**src/common/pfag_defs.svh**
```systemverilog
// Address map, protection classes and wait counts of the peripheral frame guard.
// Assumes word (16-bit) addressing of a 22-bit core data space.
`ifndef PFAG_DEFS_SVH
`define PFAG_DEFS_SVH

// Region entry: {low word, high word, frame, protection class, security gated}
// Protection class: 0 none, 1 whole region, 2 low control words of a CAN block
`define PFAG_NUM_RGN 27
`define PFAG_RGN_00 {16'h0880, 16'h09ff, 2'h0, 2'h1, 1'b0}
`define PFAG_RGN_01 {16'h0a80, 16'h0adf, 2'h0, 2'h1, 1'b1}
`define PFAG_RGN_02 {16'h0ae0, 16'h0aef, 2'h0, 2'h1, 1'b0}
`define PFAG_RGN_03 {16'h0b00, 16'h0b0f, 2'h0, 2'h0, 1'b0}
`define PFAG_RGN_04 {16'h0c00, 16'h0c3f, 2'h0, 2'h0, 1'b0}
`define PFAG_RGN_05 {16'h0ce0, 16'h0cff, 2'h0, 2'h0, 1'b0}
`define PFAG_RGN_06 {16'h0d00, 16'h0dff, 2'h0, 2'h1, 1'b0}
`define PFAG_RGN_07 {16'h6000, 16'h60ff, 2'h1, 2'h2, 1'b0}
`define PFAG_RGN_08 {16'h6100, 16'h61ff, 2'h1, 2'h0, 1'b0}
`define PFAG_RGN_09 {16'h6200, 16'h62ff, 2'h1, 2'h2, 1'b0}
`define PFAG_RGN_10 {16'h6300, 16'h63ff, 2'h1, 2'h0, 1'b0}
`define PFAG_RGN_11 {16'h6800, 16'h697f, 2'h1, 2'h0, 1'b0}
`define PFAG_RGN_12 {16'h6a00, 16'h6a7f, 2'h1, 2'h0, 1'b0}
`define PFAG_RGN_13 {16'h6b00, 16'h6b7f, 2'h1, 2'h0, 1'b0}
`define PFAG_RGN_14 {16'h6f80, 16'h6fbf, 2'h1, 2'h1, 1'b0}
`define PFAG_RGN_15 {16'h6fc0, 16'h6fdf, 2'h1, 2'h0, 1'b0}
`define PFAG_RGN_16 {16'h6fe0, 16'h6fff, 2'h1, 2'h1, 1'b0}
`define PFAG_RGN_17 {16'h7010, 16'h702f, 2'h2, 2'h1, 1'b0}
`define PFAG_RGN_18 {16'h7040, 16'h704f, 2'h2, 2'h0, 1'b0}
`define PFAG_RGN_19 {16'h7050, 16'h705f, 2'h2, 2'h0, 1'b0}
`define PFAG_RGN_20 {16'h7070, 16'h707f, 2'h2, 2'h0, 1'b0}
`define PFAG_RGN_21 {16'h7100, 16'h711f, 2'h2, 2'h0, 1'b0}
`define PFAG_RGN_22 {16'h7740, 16'h774f, 2'h2, 2'h0, 1'b0}
`define PFAG_RGN_23 {16'h7750, 16'h775f, 2'h2, 2'h0, 1'b0}
`define PFAG_RGN_24 {16'h7760, 16'h776f, 2'h2, 2'h0, 1'b0}
`define PFAG_RGN_25 {16'h7780, 16'h778f, 2'h2, 2'h0, 1'b0}
`define PFAG_RGN_26 {16'h7900, 16'h792f, 2'h2, 2'h0, 1'b0}

// Highest word offset inside a CAN register block that is lock protected
`define PFAG_CAN_PROT_TOP 8'h1f
// Peripheral space lies in the low 64K words
`define PFAG_HI_PAGE      6'h00
// Wait counts in clock cycles, and the write lock value loaded at reset
`define PFAG_RD_WAIT_F12  2'h2
`define PFAG_WR_WAIT_B2B  2'h1
`define PFAG_NO_WAIT      2'h0
`define PFAG_LOCK_RST     1'b1

`endif

```
**src/common/pfag_pkg.sv**
```systemverilog
// Types shared by the peripheral frame guard.
// Assumes pfag_defs.svh supplies the numeric map.
package pfag_pkg;

  typedef enum logic [1:0] {
    PFAG_FR0  = 2'h0,
    PFAG_FR1  = 2'h1,
    PFAG_FR2  = 2'h2,
    PFAG_FRNA = 2'h3
  } pfag_frame_t;

  typedef enum logic [1:0] {
    PFAG_PR_NONE = 2'h0,
    PFAG_PR_FULL = 2'h1,
    PFAG_PR_CAN  = 2'h2,
    PFAG_PR_RSV  = 2'h3
  } pfag_prot_t;

  typedef struct packed {
    logic [15:0] lo;
    logic [15:0] hi;
    pfag_frame_t frame;
    pfag_prot_t  prot;
    logic        secure;
  } pfag_rgn_t;

  typedef struct packed {
    logic [21:0] addr;
    logic        we;
    logic        wide;
    logic [31:0] wdata;
  } pfag_req_t;

  typedef struct packed {
    logic        sel;
    logic        we;
    logic        wide;
    logic [15:0] addr;
    logic [31:0] wdata;
  } pfag_port_t;

  typedef enum logic [1:0] {
    PFAG_IDLE = 2'b00,
    PFAG_BUSY = 2'b01,
    PFAG_DONE = 2'b11
  } pfag_state_t;

endpackage : pfag_pkg

```
**src/hw/pfag_guard.sv**
```systemverilog
// Peripheral frame guard: decodes core data accesses onto three peripheral
// frames and gates them by write lock, code security and access width.
// Assumes one core access at a time, held stable while core_req_valid is high
// until core_ready; peripheral read data is valid while its select is high.
`timescale 1ns/10ps
`default_nettype none
`include "pfag_defs.svh"

module pfag_guard
  import pfag_pkg::*;
(
  input  wire logic        clock,
  input  wire logic        rst_n,
  input  wire logic        core_req_valid,
  input  wire pfag_req_t   core_req,
  input  wire logic        protect_unlock_instr,
  input  wire logic        protect_relock_instr,
  input  wire logic        code_security_gate,
  input  wire logic [31:0] f0_rdata,
  input  wire logic [31:0] f1_rdata,
  input  wire logic [15:0] f2_rdata,
  output logic             core_ready,
  output logic [31:0]      core_rdata,
  output logic             access_dropped,
  output logic             write_lock,
  output pfag_port_t       f0_port,
  output pfag_port_t       f1_port,
  output pfag_port_t       f2_port
);

  localparam int NRGN = `PFAG_NUM_RGN;
  localparam pfag_rgn_t RGN [NRGN] = '{
    `PFAG_RGN_00, `PFAG_RGN_01, `PFAG_RGN_02, `PFAG_RGN_03, `PFAG_RGN_04,
    `PFAG_RGN_05, `PFAG_RGN_06, `PFAG_RGN_07, `PFAG_RGN_08, `PFAG_RGN_09,
    `PFAG_RGN_10, `PFAG_RGN_11, `PFAG_RGN_12, `PFAG_RGN_13, `PFAG_RGN_14,
    `PFAG_RGN_15, `PFAG_RGN_16, `PFAG_RGN_17, `PFAG_RGN_18, `PFAG_RGN_19,
    `PFAG_RGN_20, `PFAG_RGN_21, `PFAG_RGN_22, `PFAG_RGN_23, `PFAG_RGN_24,
    `PFAG_RGN_25, `PFAG_RGN_26
  };

  pfag_state_t state_ff;
  pfag_state_t nxt_state;
  logic        lock_ff;
  logic [1:0]  cnt_ff;
  logic        last_f1_wr_ff;
  logic        dropped_ff;
  logic [31:0] rdata_ff;
  pfag_port_t  f0_ff;
  pfag_port_t  f1_ff;
  pfag_port_t  f2_ff;
  logic [NRGN-1:0] hit;
  pfag_rgn_t   rgn;

  // Region hit per table entry; gaps and the upper pages match nothing
  genvar gi;
  generate
    for (gi = 0; gi < NRGN; gi++) begin : g_hit
      assign hit[gi] = (core_req.addr[21:16] == `PFAG_HI_PAGE) &&
                       (core_req.addr[15:0] >= RGN[gi].lo) &&
                       (core_req.addr[15:0] <= RGN[gi].hi);
    end
  endgenerate

  function automatic pfag_rgn_t pick_rgn(input logic [NRGN-1:0] h);
    pfag_rgn_t r;
    r = '{lo: 16'h0000, hi: 16'h0000, frame: PFAG_FRNA, prot: PFAG_PR_NONE, secure: 1'b0};
    for (int i = 0; i < NRGN; i++) begin
      if (h[i]) begin
        r = RGN[i];
      end
    end
    return r;
  endfunction : pick_rgn

  assign rgn = pick_rgn(hit);

  wire accept    = (state_ff == PFAG_IDLE) && core_req_valid;
  wire is_f0     = (rgn.frame == PFAG_FR0);
  wire is_f1     = (rgn.frame == PFAG_FR1);
  wire is_f2     = (rgn.frame == PFAG_FR2);
  // CAN blocks lock only their low control words; mailboxes never match this
  wire can_ctl   = (rgn.prot == PFAG_PR_CAN) && (core_req.addr[7:0] <= `PFAG_CAN_PROT_TOP);
  wire prot_need = (rgn.prot == PFAG_PR_FULL) || can_ctl;
  wire lock_blk  = core_req.we && prot_need && lock_ff;
  wire sec_blk   = rgn.secure && !code_security_gate;
  wire width_blk = is_f2 && core_req.wide;
  wire issue     = (rgn.frame != PFAG_FRNA) && !lock_blk && !sec_blk && !width_blk;
  wire b2b_wr    = core_req.we && is_f1 && last_f1_wr_ff;

  // Read waits on frames 1 and 2, one extra cycle for a repeated frame 1 write
  wire [1:0] nxt_cnt = (!core_req.we && (is_f1 || is_f2)) ? `PFAG_RD_WAIT_F12 :
                       b2b_wr ? `PFAG_WR_WAIT_B2B : `PFAG_NO_WAIT;

  // Strobe carries the width; frame 2 is a 16-bit bus and is never selected for a wide access
  wire pfag_port_t nxt_port = '{sel: 1'b0, we: core_req.we, wide: core_req.wide,
                                addr: core_req.addr[15:0], wdata: core_req.wdata};
  wire last_busy = (state_ff == PFAG_BUSY) && (cnt_ff == 2'h0);

  wire [31:0] sel_rdata = f0_ff.sel ? f0_rdata :
                          f1_ff.sel ? f1_rdata :
                          f2_ff.sel ? {16'h0000, f2_rdata} : 32'h0000_0000;
  // Dropped reads return zero; writes return zero too
  wire [31:0] nxt_rdata = (!f0_ff.we && !f1_ff.we && !f2_ff.we) ? sel_rdata : 32'h0000_0000;

  always_comb begin
    case (state_ff)
      PFAG_IDLE: nxt_state = accept ? PFAG_BUSY : PFAG_IDLE;
      PFAG_BUSY: nxt_state = (cnt_ff == 2'h0) ? PFAG_DONE : PFAG_BUSY;
      PFAG_DONE: nxt_state = PFAG_IDLE;
      default:   nxt_state = PFAG_IDLE;
    endcase
  end

  // Relock wins when both instructions land in one cycle
  wire nxt_lock = protect_relock_instr ? 1'b1 : protect_unlock_instr ? 1'b0 : lock_ff;

  always_ff @(posedge clock) begin
    if (!rst_n) begin
      state_ff <= PFAG_IDLE;
      lock_ff  <= `PFAG_LOCK_RST;
    end else begin
      state_ff <= nxt_state;
      lock_ff  <= nxt_lock;
    end
  end

  always_ff @(posedge clock) begin
    if (!rst_n) begin
      cnt_ff        <= 2'h0;
      last_f1_wr_ff <= 1'b0;
      dropped_ff    <= 1'b0;
    end else if (accept) begin
      cnt_ff        <= nxt_cnt;
      last_f1_wr_ff <= core_req.we && is_f1;
      dropped_ff    <= !issue;
    end else if (state_ff == PFAG_BUSY && cnt_ff != 2'h0) begin
      cnt_ff        <= cnt_ff - 2'h1;
    end
  end

  always_ff @(posedge clock) begin
    if (!rst_n) begin
      rdata_ff <= 32'h0000_0000;
    end else if (last_busy) begin
      rdata_ff <= nxt_rdata;
    end
  end

  // Blocked or ignored accesses raise no select but still complete on time
  always_ff @(posedge clock) begin
    if (!rst_n || last_busy) begin
      f0_ff <= '0;
      f1_ff <= '0;
      f2_ff <= '0;
    end else if (accept) begin
      f0_ff     <= nxt_port;
      f1_ff     <= nxt_port;
      f2_ff     <= nxt_port;
      f0_ff.sel <= issue && is_f0;
      f1_ff.sel <= issue && is_f1;
      f2_ff.sel <= issue && is_f2;
    end
  end

  assign core_ready     = (state_ff == PFAG_DONE);
  assign core_rdata     = rdata_ff;
  assign access_dropped = dropped_ff && core_ready;
  assign write_lock     = lock_ff;
  assign f0_port        = f0_ff;
  assign f1_port        = f1_ff;
  assign f2_port        = f2_ff;
endmodule : pfag_guard
`default_nettype wire

```
**config.mk**
```make
export PLATFORM = sky130hd
export DESIGN_NAME = pfag_guard
export DESIGN_NICKNAME = d
export VERILOG_FILES = /design/src/common/pfag_pkg.sv /design/src/hw/pfag_guard.sv
export VERILOG_INCLUDE_DIRS = /design/src /design/src/common
export SDC_FILE = /design/constraint.sdc
export NUM_CORES = 1
export LEC_CHECK = 0
export ABC_AREA = 1
export BUFFER_PORTS_ARGS = -buffer_cell sky130_fd_sc_hd__buf_2
export CORE_AREA = 2 2 127 129
export CTS_CLUSTER_DIAMETER = 100
export DETAILED_ROUTE_END_ITERATION = 10
export DIE_AREA = 0 0 129 131
export PLACE_DENSITY = 0.66
export SYNTH_ARGS = -nofsm -noshare
export SYNTH_HDL_FRONTEND = slang
export SYNTH_SLANG_ARGS = --single-unit
```
**constraint.sdc**
```tcl
create_clock -name clock -period 4.18 [get_ports clock]
set_input_delay 0.627 -clock clock [delete_from_list [all_inputs] [get_ports clock]]
set_output_delay 0.627 -clock clock [all_outputs]
set_load 0.1 [all_outputs]
```
==> reports/metrics.yaml, run 1 <==
synth:
  netlist_instances: 752
  yosysUniqueCellTypes: 34
  synth_nets: 899
  synth-seq-cells: 92
  syn_area_mm2: 0.005301
  ys_warn_count: 0
  seq_area_frac_synth_pct: 34.74
  syn_avg_cell_area_um2: 7.050
grt:
  grt_overflow: 0
  grt_pass1_wl_mm: 24.33
  antenna_found_initial: 0
  grt_usage_pct: 18.25
  met1_usage_pct: 24.02
  gr-usage-met2_pct: 30.19
  grt_start_max_net_pins: 62
  use_met3_pct: 3.217
  grt_busiest_layer: "met2"
  grt_pass1_vias: 4739
clock_tree:
  insertion_delay_ns: 0.35
  root_buffer: "clkbuf_16"
  cts_tree: "done"
  post_cts_resized: 0
  numCtsBuffers: 9
  htreeDepth: 3
  cts.clk_slew.worst_paths_ns: 0.07
  ctsHoldBuffers: 0
  post-cts-setup-buffer-count: 0
  ctsLongestPathBuffers: 2
  cts_sinks: 92
pwr:
  power_frac_comb_pct: 41.1
  power.share.switching_pct: 49.07
  leakage_nw: 3.423
  pwr-share-clk_pct: 26.5
  seqPwrFrac_pct: 32.5
  p_int_mw: 1.508
  power_density_mw_per_mm2: 445.2
  p_switching_mw: 1.452
  ir_drop_uv: 250.0
sta:
  worstMarginPinSlew_ns: 1.029
  setup_ws_ns: 1.561
  period_share_pct: 62.65
  setup_viol: 0
  clock.fmax_mhz: 381.9
  finalHoldViolCount: 0
  slew_viol_final: 0
  setup_tns_ns: 0
  post-route-min-period_ns: 2.619
  skew_ns: 0.01046
  rsz0062_at_grt: "false"
  maxSlewHeadroom_pct: 31.15
critical_path:
  endpoint_kind: "flop"
  cp.arrival_ns: 2.87
  critPathKind: "in -> reg"
  crit_fanout: 17
  critPathRequiredTime_ns: 4.43
  startpoint_type: "primary input"
routing:
  routed-via-count: 5616
  ant_nets: 0
  viasPerCell: 4.755
  drtIter0Drc: 324
  drc: 0
  wire_per_inst_um: 14.13
  routed_wl_mm: 16.69
  drt-pass1-iter-count: 5
placement:
  dp_hpwl_mm: 12.61
  dp_slack_ns: 1.193
  routabilityCongestion: 0.9508
  port-buffer-count: 329
layout:
  layout_common_cells: "buf_2 (329), nand2_1 (141), dfxtp_1 (92), nor2_1 (69), nand3_1 (59)"
  final_common_cell: "buf_2"
  drive_above_1_share_pct: 38.96
  area_growth_pct: 25.40
  n_fill_cell: 1671
  nets: 1107
  n_antenna_cell: 0
floorplan:
  core_area_mm2: 0.01560
  dieArea_mm2: 0.01690
  start_util_pct: 33.99
  pin_count: 330
  rows: 46
  dieHeight_um: 131
  die_w_um: 129
job:
  maxCapViolations: 0
hold_path:
  hp-class: "reg -> reg"
outcome:
  status: "finished clean"
==> power groups by stage <==
stage	combinational (mW)	clock (mW)	sequential, mW
detailed placement	1.22	0	0.982
finish	1.22	0.783	0.961
floorplan	0.824	0	1.25
CTS	1.22	0.811	0.961
global route	1.27	0.848	0.967
global placement	1.22	0	0.980
==> cell type report <==
type / count / area, um2 / share of cell area, %
Timing Repair Buffer: 334 / 1684 / 25.33
Multi-Input combinational cell: 471 / 2380 / 35.80
Inverter: 52 / 195.2 / 2.936
Sequential cell: 92 / 1842 / 27.71
Clock buffer: 11 / 232.7 / 3.501
Tap cell: 216 / 270.3 / 4.065
Clock inverter: 5 / 43.79 / 0.6588
==> worst max-delay path, stage by stage <==
cell      delay [ns]
buf_2           0.09
or2_2           0.31
nor2_4          0.33
inv_1           0.17
o311ai_0        0.36
nor2_1          0.07
nand3_1         0.12
inv_1           0.08
ha_1            0.28
o21ai_0         0.15
a21oi_1         0.09
a211oi_1        0.18
==> layer usage <==
metal,routed length (um),up-vias
li1,-,2837
met1,7409,2524
met2,8136,236
met3,938,19
met4,201,0
met5,0,-
==> metrics by stage <==
stage                     utilization (%)  std cells  area [um2]  power [mW]  hold WS [ns]
final                               42.62       1181        6648       2.960        0.4782
after global routing                42.62       1181        6648       3.082        0.4904
after detailed placement            40.85       1165        6371       2.198        0.4659
after floorplan                         -        752        5301       2.072        0.4403
after global placement              40.85       1165        6371       2.196        0.4590
after CTS                           42.62       1181        6648       2.991        0.4709
==> kinds of logic after synthesis <==
group	share of synthesized area, %
adders and majority gates	1.180
AOI/OAI and AO/OA	17.16
and+or+nand+nor	26.32
DFF	34.74
buffers and inverters	20.60
==> synthesized netlist by cell type <==
| master | count | area [um2] |
|---|---|---|
| nand2_1 | 142 | 533.0 |
| nor2_1 | 71 | 266.5 |
| nand2_4 | 1 | 11.26 |
| or2_2 | 1 | 6.260 |
| o22ai_1 | 1 | 6.260 |
| nor4_2 | 1 | 12.51 |
| nor2_2 | 5 | 31.28 |
| a221oi_1 | 17 | 148.9 |
| o311ai_0 | 1 | 8.760 |
| nor2_4 | 2 | 22.52 |
| nand3_2 | 1 | 10.01 |
| a211oi_1 | 13 | 97.59 |
| dfxtp_1 | 92 | 1842 |
| a22oi_1 | 16 | 120.1 |
| o21ai_1 | 2 | 10.01 |
| buf_2 | 3 | 15.01 |
| nor4_1 | 2 | 12.51 |
| a21oi_1 | 51 | 255.2 |
| nor3_1 | 4 | 20.02 |
| inv_2 | 4 | 15.01 |
| o211ai_1 | 1 | 7.510 |
| buf_1 | 1 | 3.750 |
| ha_1 | 5 | 62.56 |
| nand3_1 | 59 | 295.3 |
| nand4_1 | 17 | 106.4 |
| clkinv_1 | 1 | 3.750 |
| buf_4 | 101 | 758.2 |
| inv_1 | 47 | 176.4 |
| clkbuf_1 | 32 | 120.1 |
| a21oi_2 | 1 | 8.760 |
| o21ai_0 | 47 | 235.2 |
| o2111a_1 | 1 | 11.26 |
| nand2_2 | 6 | 37.54 |
| nor3_2 | 3 | 30.03 |
==> flip-flops by register name, summed over array words and instances, names as in the netlist <==
name	count
f2_port	51
f0_port	1
write_lock	1
core_rdata	32
f1_port	1
dropped_ff	1
last_f1_wr_ff	1
state_ff	2
cnt_ff	2
==> final timing paths <==
check	startpoint	slack, ns	to	depth (start not counted)
hold reg to reg	core_rdata[22]	0.48	core_rdata[22]	2
setup / recovery	core_req[51]	1.56	cnt_ff[1]	12
hold / removal	core_rdata[22]	0.48	core_rdata[22]	2
setup reg to reg	cnt_ff[0]	1.92	f2_port[45]	6
No activity file was read; power rests on OpenSTA's default activity.
==> run 2: changes to the inputs <==
ABC_AREA = 0   (was 1)
CORE_AREA = 2 2 129 131   (was 2 2 127 129)
DIE_AREA = 0 0 131 133   (was 0 0 129 131)
PLACE_DENSITY = not set   (was 0.66)
clock period = 2.7 ns   (was 4.18 ns; I/O delays follow)
==> run 2 against run 1 <==
  * Total power up 52%
  * Hold slack got worse by 0.23 ns
  * Setup slack lost 1.0 ns
  * Utilization fell by 3.7 points
  * Sequential power up 54%
  * Non-clock buffer count increased by 9
  * Critical path depth fell by 2
  * Clock skew fell by 0.00089 ns
  * First-iteration DRC count decreased by 45%
  * Global-route usage down 1.8 points
  * Sequential cell count did not move
  * Critical endpoint unchanged
==> reports/metrics.yaml, run 2 <==
outcome:
  status: "finished clean"  # unchanged
pwr:
  leakage_nw: 3.114  # was 3.423 nW
  power_density_mw_per_mm2: 713.4  # was 445.2 mW/mm2
  power_mw: 4.495  # was 2.960 mW
  ir_drop_uv: 356.2  # was 250.0 uV
routing:
  drtIter0Drc: 177  # was 324
  viasPerCell: 4.551  # was 4.755
  drc: 0  # unchanged
  routed-via-count: 4897  # was 5,616
  wire_per_inst_um: 14.05  # was 14.13 um
  routed_wl_mm: 15.12  # was 16.69 mm
  drt-pass1-iter-count: 4  # was 5
  ant_nets: 0  # unchanged
job:
  maxCapViolations: 0  # unchanged
sta:
  slew_viol_final: 0  # unchanged
  finalHoldViolCount: 0  # unchanged
  clock.fmax_mhz: 456.9
  period_share_pct: 81.06
  worstMarginPinSlew_ns: 0.6702  # was 1.029 ns
  rsz0062_at_grt: "false"  # unchanged
  skew_ns: 0.009575  # was 0.01046 ns
  maxSlewHeadroom_pct: 55.12  # was 31.15%
  post-route-min-period_ns: 2.189
  setup_tns_ns: 0  # unchanged
  setup_viol: 0  # unchanged
grt:
  grt_overflow: 0  # unchanged
  grt_usage_pct: 16.43  # was 18.25%
  antenna_found_initial: 0  # unchanged
  grt_pass1_wl_mm: 22.02  # was 24.33 mm
  grt_start_max_net_pins: 38  # was 62
  grt_pass1_vias: 4183  # was 4,739
synth:
  synth_edf_count: 0  # unchanged
  synth-seq-cells: 92  # unchanged
  ys_warn_count: 0  # unchanged
  synthArstFlopShare_pct: 0  # unchanged
  yosysTopAreaCell: "dfxtp_1"  # unchanged
  seq_area_frac_synth_pct: 37.42  # was 34.74%
  netlist_instances: 641  # was 752
  yosysUniqueCellTypes: 52  # was 34
  synthTopCellsByCount: "nand2_1 (146), buf_4 (102), dfxtp_1 (92)"  # was nand2_1 (142), buf_4 (101), dfxtp_1 (92)
  synth_top_area_share_pct: 37.42  # was 34.74%
  synth_nets: 788  # was 899
  synth_area_leaders: "dfxtp_1 (37%), buf_4 (16%), nand2_1 (11%)"  # was dfxtp_1 (35%), buf_4 (14%), nand2_1 (10%)
  synth_most_common_cell: "nand2_1"  # unchanged
  syn_avg_cell_area_um2: 7.679  # was 7.050 um2
  syn_area_mm2: 0.004922  # was 0.005301 mm2
  yosys_most_used_dff: "dfxtp_1"  # unchanged
critical_path:
  critPathKind: "in -> reg"  # unchanged
  endpoint_kind: "flop"  # unchanged
  crit_fanout: 15  # was 17
  cp.arrival_ns: 2.49  # was 2.87 ns
  startpoint_type: "primary input"  # unchanged
  critPathRequiredTime_ns: 3.00  # was 4.43 ns
clock_tree:
  ctsHoldBuffers: 0  # unchanged
  post-cts-setup-buffer-count: 0  # unchanged
  insertion_delay_ns: 0.35  # about the same
  cts.clk_slew.worst_paths_ns: 0.07  # about the same
  ctsLongestPathBuffers: 2  # unchanged
  cts_tree: "done"  # unchanged
  post_cts_resized: 0  # unchanged
  cts_sinks: 92  # unchanged
  htreeDepth: 3  # unchanged
  root_buffer: "clkbuf_16"  # unchanged
  numCtsBuffers: 9  # unchanged
layout:
  final_common_cell: "buf_2"  # unchanged
  largest_reg_flops: 51  # unchanged
  n_antenna_cell: 0  # unchanged
  layout_common_cells: "buf_2 (329), nand2_1 (145), dfxtp_1 (92), a21oi_1 (71), a22oi_1 (32)"  # was buf_2 (329), nand2_1 (141), dfxtp_1 (92), nor2_1 (69), nand3_1 (59)
  n_fill_cell: 1727  # was 1,671
  drive_above_1_share_pct: 43.46  # was 38.96%
  area_growth_pct: 28.01  # was 25.40%
  final_cells: 1076  # was 1,181
  nets: 998  # was 1,107
floorplan:
  core_area_mm2: 0.01617  # was 0.01560 mm2
  die_w_um: 131  # was 129 um
  dieHeight_um: 133  # was 131 um
  rows: 47  # was 46
  dieArea_mm2: 0.01742  # was 0.01690 mm2
  start_util_pct: 30.44  # was 33.99%
  pin_count: 330  # unchanged
placement:
  routabilityCongestion: 0.8819  # was 0.9508
  port-buffer-count: 329  # unchanged
  dp_hpwl_mm: 11.57  # was 12.61 mm
  dp_cells: 1060  # was 1,165
hold_path:
  hp-class: "in -> reg"  # was reg -> reg
run 2: cells by family after synthesis:
logic type / count (synthesis) / synth area share [%]
buf+inv: 148 / 19.93
simple gates: 227 / 20.79
xor+xnor: 2 / 0.3559
compound gates: 164 / 19.62
mux: 3 / 0.6101
fa+ha+maj: 5 / 1.271
flops: 92 / 37.42
run 2: report_power, final:
| group | switching (mW) | total [mW] | internal (mW) |
|---|---|---|---|
| clock network | 0.582 | 1.31 | 0.723 |
| registers | 0.0576 | 1.48 | 1.42 |
| logic | 1.45 | 1.71 | 0.262 |
run 2: worst max-delay path, cell delays in order:
cell	delay, ns
buf_2	0.19
nand2b_1	0.24
nand2_1	0.10
nand2_1	0.05
and3_2	0.22
a311oi_1	0.37
ha_1	0.31
or3_1	0.35
o211ai_1	0.09
o211a_1	0.16
run 2: routing by layer:
metal  up-vias  wire length (um)  GRT usage, %
li1       2492                 -             -
met4         0               251         6.087
met3        15              1036         3.841
met2       194              7274         27.17
met5         -                 0             0
met1      2196              6556         20.64
run 2: per-stage QoR:
stage                     setup slack [ns]  hold slack, ns  area (um2)  utilization (%)
after detailed placement           0.09763          0.4367        6002            37.11
after global placement              0.1626          0.4305        6002            37.11
after global routing                0.3254          0.2410        6301            38.96
final                               0.5115          0.2457        6301            38.96
after floorplan                     0.4621          0.4441        4922                -
after CTS                           0.4884          0.2272        6301            38.96
run 2: area by class of cell:
type / instances / area [um2] / share of cell area, %
Sequential cell: 92 / 1842 / 29.23
Multi-Input combinational cell: 401 / 2118 / 33.62
Clock inverter: 7 / 73.82 / 1.172
Inverter: 4 / 15.01 / 0.2383
Tap cell: 220 / 275.3 / 4.369
Timing Repair Buffer: 343 / 1752 / 27.80
Clock buffer: 9 / 225.2 / 3.574
run 2: path summary, 6_finish.rpt:
path | start | to | slack (ns) | cells past startpoint
setup reg to reg | state_ff[1] | f0_port[50] | 0.98 | 4
setup / recovery | core_req[42] | cnt_ff[1] | 0.51 | 10
hold / removal | protect_relock_instr | write_lock | 0.25 | 2
hold reg to reg | core_rdata[7] | core_rdata[7] | 0.44 | 2
==> run 3: changes to the inputs <==
clock period = 2.2 ns   (was 2.7 ns; I/O delays follow)
==> run 3 against run 2 <==
  * Sequential cell count unchanged
  * Hold slack worse by 0.059 ns
  * Clock-buffer cell count up 1
  * Highest routed layer unchanged
  * Routed wire length up 2.7%
  * Global-route usage up 0.65 points
  * Final cell count up 3.4%
==> reports/metrics.yaml, run 3 (synthesis gave the netlist of run 2 again) <==
floorplan:
  die_w_um: 131  # unchanged
  core_area_mm2: 0.01617  # unchanged
  pin_count: 330  # unchanged
  start_util_pct: 30.44  # unchanged
  dieArea_mm2: 0.01742  # unchanged
  dieHeight_um: 133  # unchanged
  rows: 47  # unchanged
critical_path:
  cp.arrival_ns: 2.32  # was 2.49 ns
  critPathKind: "in -> reg"  # unchanged
  startpoint_type: "primary input"  # unchanged
  rrSetupSlack_ns: 0.64  # was 0.98 ns
  endpoint_kind: "flop"  # unchanged
  crit_fanout: 3  # was 15
  critPathRequiredTime_ns: 2.48  # was 3.00 ns
  rr_worst_depth: 5  # was 4
routing:
  routed-via-count: 5071  # was 4,897
  drc: 0  # unchanged
  wire_per_inst_um: 13.95  # was 14.05 um
  viasPerCell: 4.556  # was 4.551
  drtIter0Drc: 296  # was 177
  drt-pass1-iter-count: 4  # unchanged
  ant_nets: 0  # unchanged
  routed_wl_mm: 15.53  # was 15.12 mm
sta:
  setup_viol: 0  # unchanged
  clock.fmax_mhz: 489.2
  finalHoldViolCount: 0  # unchanged
  setup_ws_ns: 0.1559  # was 0.5115 ns
  worstMarginPinSlew_ns: 0.6705  # was 0.6702 ns
  slew_viol_final: 0  # unchanged
  skew_ns: 0.007068  # was 0.009575 ns
  setup_tns_ns: 0  # unchanged
  post-route-min-period_ns: 2.044
  maxSlewHeadroom_pct: 55.24  # was 55.12%
  rsz0062_at_grt: "true"  # was false
  period_share_pct: 92.92
hold_path:
  hp-class: "in -> reg"  # unchanged
  hold_path_depth: 2  # unchanged
grt:
  grt_usage_pct: 17.08  # was 16.43%
  grt_overflow: 0  # unchanged
  grt_start_max_net_pins: 39  # was 38
  antenna_found_initial: 0  # unchanged
  grt_pass1_vias: 4431  # was 4,183
  grt_pass1_wl_mm: 23.29  # was 22.02 mm
layout:
  final_common_cell: "buf_2"  # unchanged
  nets: 1035  # was 998
  n_antenna_cell: 0  # unchanged
  drive_above_1_share_pct: 46.14  # was 43.46%
  largest_reg_flops: 51  # unchanged
  finalCoreUtilization_pct: 41.25  # was 38.96%
  layout_common_cells: "buf_2 (328), nand2_1 (145), dfxtp_1 (92), a21oi_1 (70), buf_4 (49)"  # was buf_2 (329), nand2_1 (145), dfxtp_1 (92), a21oi_1 (71), a22oi_1 (32)
  area_growth_pct: 35.51  # was 28.01%
clock_tree:
  cts.clk_slew.worst_paths_ns: 0.07  # about the same
  ctsLongestPathBuffers: 2  # unchanged
  numCtsBuffers: 9  # unchanged
  insertion_delay_ns: 0.35  # about the same
  root_buffer: "clkbuf_16"  # unchanged
  cts_tree: "done"  # unchanged
  post-cts-setup-buffer-count: 0  # unchanged
  ctsHoldBuffers: 0  # unchanged
  htreeDepth: 3  # unchanged
  cts_sinks: 92  # unchanged
pwr:
  power.share.switching_pct: 44.94  # was 46.50%
  leakage_nw: 3.314  # was 3.114 nW
  p_int_mw: 3.128  # was 2.405 mW
  pwr-share-clk_pct: 30.2  # was 29.0%
  seqPwrFrac_pct: 31.9  # was 32.9%
  power_density_mw_per_mm2: 851.5  # was 713.4 mW/mm2
  ir_drop_uv: 434.8  # was 356.2 uV
  p_switching_mw: 2.552  # was 2.090 mW
  power_frac_comb_pct: 37.9  # was 38.1%
  power_mw: 5.680  # was 4.495 mW
placement:
  port-buffer-count: 329  # unchanged
  dp_slack_ns: -0.2308  # was 0.09763 ns
  routabilityCongestion: 0.8929  # was 0.8819
  dp_hpwl_mm: 11.70  # was 11.57 mm
job:
  maxCapViolations: 0  # unchanged
outcome:
  status: "finished clean"  # unchanged
## run 3: critical path: stages
cell and delay, ns:
buf_2 0.11, nor4_4 0.35, nor3b_4 0.26, and3_2 0.22
a311oi_1 0.12, ha_1 0.22, a21oi_1 0.14, nand2_1 0.08
a311o_2 0.35, o21ai_1 0.14
## run 3: path summary, 6_finish.rpt
path	to	start
worst min register to register	core_rdata[7]	core_rdata[7]
worst max-delay path	f1_port[50]	core_req[51]
worst max register to register	core_rdata[13]	cnt_ff[0]
worst min-delay path	write_lock	protect_relock_instr
## run 3: power groups by stage
stage	logic (mW)	registers (mW)	clock network [mW]
floorplan	1.42	2.31	0
CTS	2.16	1.82	1.78
finish	2.15	1.81	1.71
global placement	2.16	1.85	0
detailed placement	2.16	1.85	0
global route	2.24	1.83	1.84
## run 3: per-layer routing
layer | GRT usage, % | wire, um
met4 | 5.792 | 237
met2 | 29.07 | 7601
met3 | 2.871 | 918
met5 | 0 | 0
met1 | 21.66 | 6772
## run 3: cell type report
cell class,instances,area [um2]
Multi-Input combinational cell,401,2142
Clock buffer,10,239.0
Timing Repair Buffer,380,2069
Inverter,4,15.01
Tap cell,220,275.3
Fill cell,1663,9502
Clock inverter,6,87.58
Sequential cell,92,1842
## run 3: stage by stage
stage / hold slack [ns] / instances / instance area [um2]
3_3_place_gp: 0.4301 / 1097 / 6320
3_5_place_dp: 0.4368 / 1097 / 6320
6_report: 0.1864 / 1113 / 6670
4_1_cts: 0.1658 / 1113 / 6646
5_1_grt: 0.1829 / 1113 / 6670
2_1_floorplan: 0.4359 / 641 / 4922
## run 3: repair_timing
| item | CTS | global route |
|---|---|---|
| endpoints found under the setup margin | 0 | 3 |
| gates resized for setup | 0 | 4 |
| endpoints found under the hold margin | 0 | 0 |
